--- src/shift_latch_pkg.sv ---
package shift_latch_pkg;

    // width of the shift chain and of the holding latch
    localparam int STAGES     = 8;
    // pin synchroniser length
    localparam int SYNC_DEPTH = 3;

    // values after reset
    localparam logic [STAGES-1:0]     RST_WORD = 8'h00;
    localparam logic [SYNC_DEPTH-1:0] RST_SYNC = 3'h0;
    localparam logic                  RST_BIT  = 1'h0;

    // field positions inside the pin group
    localparam int PIN_OE     = 3;
    localparam int PIN_STROBE = 2;
    localparam int PIN_CLK    = 1;
    localparam int PIN_DATA   = 0;
    localparam int PIN_COUNT  = 4;

    typedef struct packed {
        logic out_enable;
        logic strobe;
        logic shift_clk;
        logic serial_data;
    } pin_s;

    typedef struct packed {
        logic [PIN_COUNT-1:0][SYNC_DEPTH-1:0] sync;
        pin_s                                 filt;
        logic [STAGES-1:0]                    shift;
        logic [STAGES-1:0]                    latch;
        logic                                 last_stage;
        logic                                 cascade;
        logic [STAGES-1:0]                    par_data;
        logic [STAGES-1:0]                    par_oe;
    } state_s;

endpackage

--- src/serial_shift_latch_tristate.sv ---
`timescale 1ns/1ns
`default_nettype none

// Summary of operation
// eight shift stages, eight latch bits
// each clock rise advances register one place
// serial input enters stage one, others shift
// seventh stage moves to last-stage output
// last-stage output chains to next device
// second cascade copies last stage on fall
// each latch bit fed by its stage
// latch holds from strobe fall while low
// strobe high makes latch transparent
// parallel outputs driven only when enabled
// controller shifts eight bits, then strobes
module serial_shift_latch_tristate (
    // clock, reset, enable
    input  wire logic                              core_clk_in,
    input  wire logic                              rstn_in,
    input  wire logic                              ce_in,
    // pins from the controller
    input  wire shift_latch_pkg::pin_s             pins_in,
    // serial cascade
    output var  logic                              last_stage_out,
    output var  logic                              serial_cascade_out,
    // three-state parallel word
    output var  logic [shift_latch_pkg::STAGES-1:0] par_data_out,
    output var  logic [shift_latch_pkg::STAGES-1:0] par_oe_out
);
    import shift_latch_pkg::*;

    ////////////////////////////////////////////////////////////////////////

    // eight stages, eight latch bits
    state_s          st_r;
    state_s          st_nxt;
    logic [PIN_COUNT-1:0] pin_vec;
    logic [PIN_COUNT-1:0] agree;
    logic            clk_rise;
    logic            clk_fall;

    assign pin_vec = pins_in;

    // a pin level counts once the second and third stages agree
    genvar gi;
    generate
        for (gi = 0; gi < PIN_COUNT; gi++) begin : g_agree
            assign agree[gi] = (st_r.sync[gi][1] == st_r.sync[gi][2]);
        end
    endgenerate

    ////////////////////////////////////////////////////////////////////////

    always_comb begin
        st_nxt = st_r;
        clk_rise = 1'b0;
        clk_fall = 1'b0;

        // first stage feeds only the second
        for (int i = 0; i < PIN_COUNT; i++) begin
            st_nxt.sync[i] = {st_r.sync[i][1:0], pin_vec[i]};
        end
        if (agree[PIN_DATA]) begin
            st_nxt.filt.serial_data = st_r.sync[PIN_DATA][2];
        end
        if (agree[PIN_STROBE]) begin
            st_nxt.filt.strobe = st_r.sync[PIN_STROBE][2];
        end
        if (agree[PIN_OE]) begin
            st_nxt.filt.out_enable = st_r.sync[PIN_OE][2];
        end
        if (agree[PIN_CLK]) begin
            st_nxt.filt.shift_clk = st_r.sync[PIN_CLK][2];
            clk_rise = st_r.sync[PIN_CLK][2] & ~st_r.filt.shift_clk;
            clk_fall = ~st_r.sync[PIN_CLK][2] & st_r.filt.shift_clk;
        end

        // advance on rise
        if (clk_rise) begin
            // serial into stage one
            st_nxt.shift = {st_r.shift[STAGES-2:0], st_r.filt.serial_data};
            // seventh to last stage
            st_nxt.last_stage = st_r.shift[STAGES-2];
        end

        // copy on falling edge
        if (clk_fall) begin
            st_nxt.cascade = st_r.last_stage;
        end

        // transparent while strobe high; R8 holds once it falls
        if (st_nxt.filt.strobe) begin
            // bit-for-bit from stages
            st_nxt.latch = st_nxt.shift;
        end

        // drive only when enabled
        st_nxt.par_data = st_nxt.latch;
        st_nxt.par_oe   = {STAGES{st_nxt.filt.out_enable}};
    end

    ////////////////////////////////////////////////////////////////////////

    // reset clears par_oe, so the outputs stay high-z until enabled after reset
    always_ff @(posedge core_clk_in) begin
        if (!rstn_in) begin
            st_r.sync       <= {PIN_COUNT{RST_SYNC}};
            st_r.filt       <= '0;
            st_r.shift      <= RST_WORD;
            st_r.latch      <= RST_WORD;
            st_r.last_stage <= RST_BIT;
            st_r.cascade    <= RST_BIT;
            st_r.par_data   <= RST_WORD;
            st_r.par_oe     <= RST_WORD;
        end else if (ce_in) begin
            st_r <= st_nxt;
        end
    end

    // last stage doubles as chain output
    assign last_stage_out     = st_r.last_stage;
    assign serial_cascade_out = st_r.cascade;
    assign par_data_out       = st_r.par_data;
    assign par_oe_out         = st_r.par_oe;
endmodule

`default_nettype wire

--- config.mk ---
export PLATFORM = sky130hd
export DESIGN_NAME = serial_shift_latch_tristate
export DESIGN_NICKNAME = d
export VERILOG_FILES = /design/src/shift_latch_pkg.sv /design/src/serial_shift_latch_tristate.sv
export SDC_FILE = /design/constraint.sdc
export NUM_CORES = 1
export LEC_CHECK = 0
export BUFFER_PORTS_ARGS = -buffer_cell sky130_fd_sc_hd__buf_2
export CAP_MARGIN = 15
export CORE_AREA = 2 2 54 56
export CTS_CLUSTER_SIZE = 28
export DETAILED_ROUTE_END_ITERATION = 6
export DIE_AREA = 0 0 56 58
export GPL_TIMING_DRIVEN = 0
export PLACE_DENSITY_LB_ADDON = 0.08
export SYNTH_ARGS = -nofsm -noshare
export SYNTH_HDL_FRONTEND = slang
export SYNTH_SLANG_ARGS = --single-unit
--- constraint.sdc ---
create_clock -name core_clk_in -period 2.05 [get_ports core_clk_in]
set_input_delay 0.205 -clock core_clk_in [delete_from_list [all_inputs] [get_ports core_clk_in]]
set_output_delay 0.205 -clock core_clk_in [all_outputs]
set_load 0.03 [all_outputs]
==> run_results.csv <==
group,metric,value,unit
global_routing,grt_pass1_wl,4284,um
global_routing,grt_start_max_net_pins,11,
floorplanning,start_util,55.12,%
routing,drt_iter0_drc,35,
timing,finalCritPeriodShare,67.29,%
final_layout,drive_gt1_share,28.57,%
timing,tightest_slew,0.4544,ns
timing,setup-tns-final,0,ns
clock_network,post_cts_buffers,0,
worst_setup_path,crit_type,"reg -> out",
timing,finalHoldViolations,0,
worst_hold_path,hold_path.class,"in -> reg",
routing,routed_wl,2573,um
logic_synthesis,yosysSeqAreaShare,46.38,%
timing,rsz0062_at_grt,"no",
worst_setup_path,worstPathMaxFanout,10,
floorplanning,die_h,58,um
timing,skew,0.003385,ns
logic_synthesis,ys.flop_type,"dfxtp_1",
floorplanning,die_area,0.003248,mm^2
timing,setup_ws,0.6706,ns
floorplanning,core_area,0.002663,mm^2
routing,antenna_left,0,
clock_network,clock-sinks,34,
final_layout,area_growth_syn_to_layout,13.90,%
clock_network,clk_latency,0.33,ns
floorplanning,io_pins,25,
logic_synthesis,synth_top_area_cell,"dfxtp_1",
power_and_ir_drop,power_density,633.3,mW/mm^2
timing,slew_headroom,69.71,%
clock_network,clkTransAtPathRegs,0.09,ns
power_and_ir_drop,peakVddDrop,0.4999,mV
timing,period_needed,1.379,ns
logic_synthesis,avgSynthCellArea,9.289,um^2
clock_network,cts_resized,0,
logic_synthesis,synth_area,0.001468,mm^2
routing,drc_errors,0,
placement,post-place-ws,0.7306,ns
logic_synthesis,ys.warnings.count,0,
floorplanning,die_w,56,um
placement,gp_congestion,0.7768,
final_layout,layout.core_utilization,62.78,%
worst_setup_path,endpoint,"par_oe_out[1]",
status,outcome,"complete, no violations",
final_layout,n_antenna_cell,0,
global_routing,grt_pass1_vias,1001,
clock_network,clockRootBuffer,"clkbuf_4",
logic_synthesis,yosys.cell_types.count,20,
logic_synthesis,ys_top_cells_by_count,"34 x dfxtp_1, 22 x mux2i_1, 20 x a21oi_1, 20 x nand2_1, 17 x buf_4",
worst_setup_path,reg2reg_depth,4,
worst_setup_path,cp-end-kind,"output port",
worst_setup_path,r2r_slack,0.71,ns
final_layout,nets,196,
worst_setup_path,timing.rr.start,"st_nxt[46]",
logic_synthesis,yosysMostFrequentCell,"dfxtp_1",
worst_setup_path,crit_required,1.85,ns
logic_synthesis,postSynth.asyncResetShare,0,%
global_routing,antenna_found_initial,0,
routing,wire_per_inst,11.70,um
floorplanning,rows,19,
timing,report.final.slew_viol_count,0,
timing,setup_viol,0,
timing,fmax,724.9,MHz
logic_synthesis,yosys-top-cells-area,"dfxtp_1 46%, mux2i_1 15%, buf_4 8.7%, a21oi_1 6.8%, nand2_1 5.1%",
clock_network,cts_buffers,5,
worst_setup_path,timing.rr.end,"par_data_out[2]",
placement,io_buffers,24,
clock_network,cts-hold-fix-buffers,0,
global_routing,grt_usage,17.20,%
routing,dr.pass1.iters,7,
worst_setup_path,crit_slowest_cell,"dfxtp_1",
logic_synthesis,synth_top_area_share,46.38,%
clock_network,htree_levels,2,
logic_synthesis,synth_nets,165,
clock_network,clockBufferDepth,2,
routing,routed_via_density,5.127,
power_and_ir_drop,leakage,0.7424,nW
placement,post-dp-hpwl,1942,um
worst_setup_path,worstPathCellList,"buf_4, buf_2",
logic_synthesis,synthCells,158,
worst_setup_path,cp-startpoint,"par_oe_out[0]",
worst_setup_path,critPathLaunchType,"register",
logic_synthesis,synth_seq_cells,34,
global_routing,grt_overflow_total,0,
clock_network,cts_tree,"done",
logic_synthesis,synth-edff-count,0,
worst_setup_path,cp.arrival,1.17,ns
worst_setup_path,cp_slowest_stage_delay,0.50,ns
run,drv_cap,0,
routing,vias,1128,
how the worst min path moves through the flow:
stage	from	to	slack [ns]	depth (start not counted)
2_1_floorplan	pins_in[0]	st_nxt[39]	0.35	2
3_3_place_gp	st_r[33]	st_r[33]	0.44	2
3_5_place_dp	pins_in[3]	st_nxt[48]	0.45	3
4_1_cts	pins_in[3]	st_nxt[48]	0.1	3
5_1_grt	pins_in[3]	st_nxt[48]	0.10	3
6_report	pins_in[3]	st_nxt[48]	0.11	3
sequential cells by signal (all words and copies together), names as in the netlist:
name	flops
st_r	15
par_data_out	8
st_nxt	8
last_stage_out	1
par_oe_out	1
serial_cascade_out	1
area by class of cell:
cell class,count,area (um^2)
Buffer,26,173.9
Clock buffer,7,45.04
Fill cell,246,991.0
Inverter,2,7.507
Multi-Input combinational cell,96,605.6
Sequential cell,34,680.7
Tap cell,31,38.79
Timing Repair Buffer,24,120.1
routing by layer:
layer / vias up / GRT usage [%] / part of all wire (%)
met1: 504 / 20.85 / 47
met5: - / 0 / 0
met2: 29 / 27.39 / 46
li1: 587 / - / -
met3: 8 / 4.911 / 4.9
met4: 0 / 10.20 / 2.5
worst max-delay path: cells and delay by family, from the launching register on:
family,cells,cell delay [ns]
buffers and inverters,2,0.34
DFF,1,0.50
cells by family after synthesis:
kind of cell | after synthesis | synth area share [%]
simple gates | 39 | 12.02
compound gates | 34 | 13.47
flops | 34 | 46.38
mux | 22 | 15.00
buf+inv | 28 | 12.36
fa+ha+maj | 1 | 0.7672
per-stage QoR:
step / cells / power [W] / instance area, um^2 / hold slack, ns
5_1_grt: 220 / 0.001096 / 1672 / 0.1012
2_1_floorplan: 158 / 0.0007262 / 1468 / 0.3522
3_5_place_dp: 213 / 0.0007423 / 1627 / 0.4502
3_3_place_gp: 213 / 0.0007394 / 1627 / 0.4412
4_1_cts: 220 / 0.001066 / 1672 / 0.09905
6_report: 220 / 0.001059 / 1672 / 0.1050
layout by cell type (no fill, tap or decap):
cell type  instances
nand4b_1           1
buf_4             17
clkbuf_4           5
buf_2             28
a21oi_1           20
a211oi_1           8
dfxtp_1           34
and4b_1            1
nor2_1            14
o21ai_0            3
a21o_1             3
and3b_1            1
clkinv_1           1
and2_4             1
nand2_1           20
buf_6              1
clkbuf_1           6
mux2i_1           22
inv_1              1
and4bb_2           1
maj3_2             1
where the power goes:
part           internal, W  switching (W)
logic            0.0000210      0.0000315
registers         0.000669     0.00000519
clock network     0.000129       0.000203
Note: power is estimated with default switching activity, not from simulation.
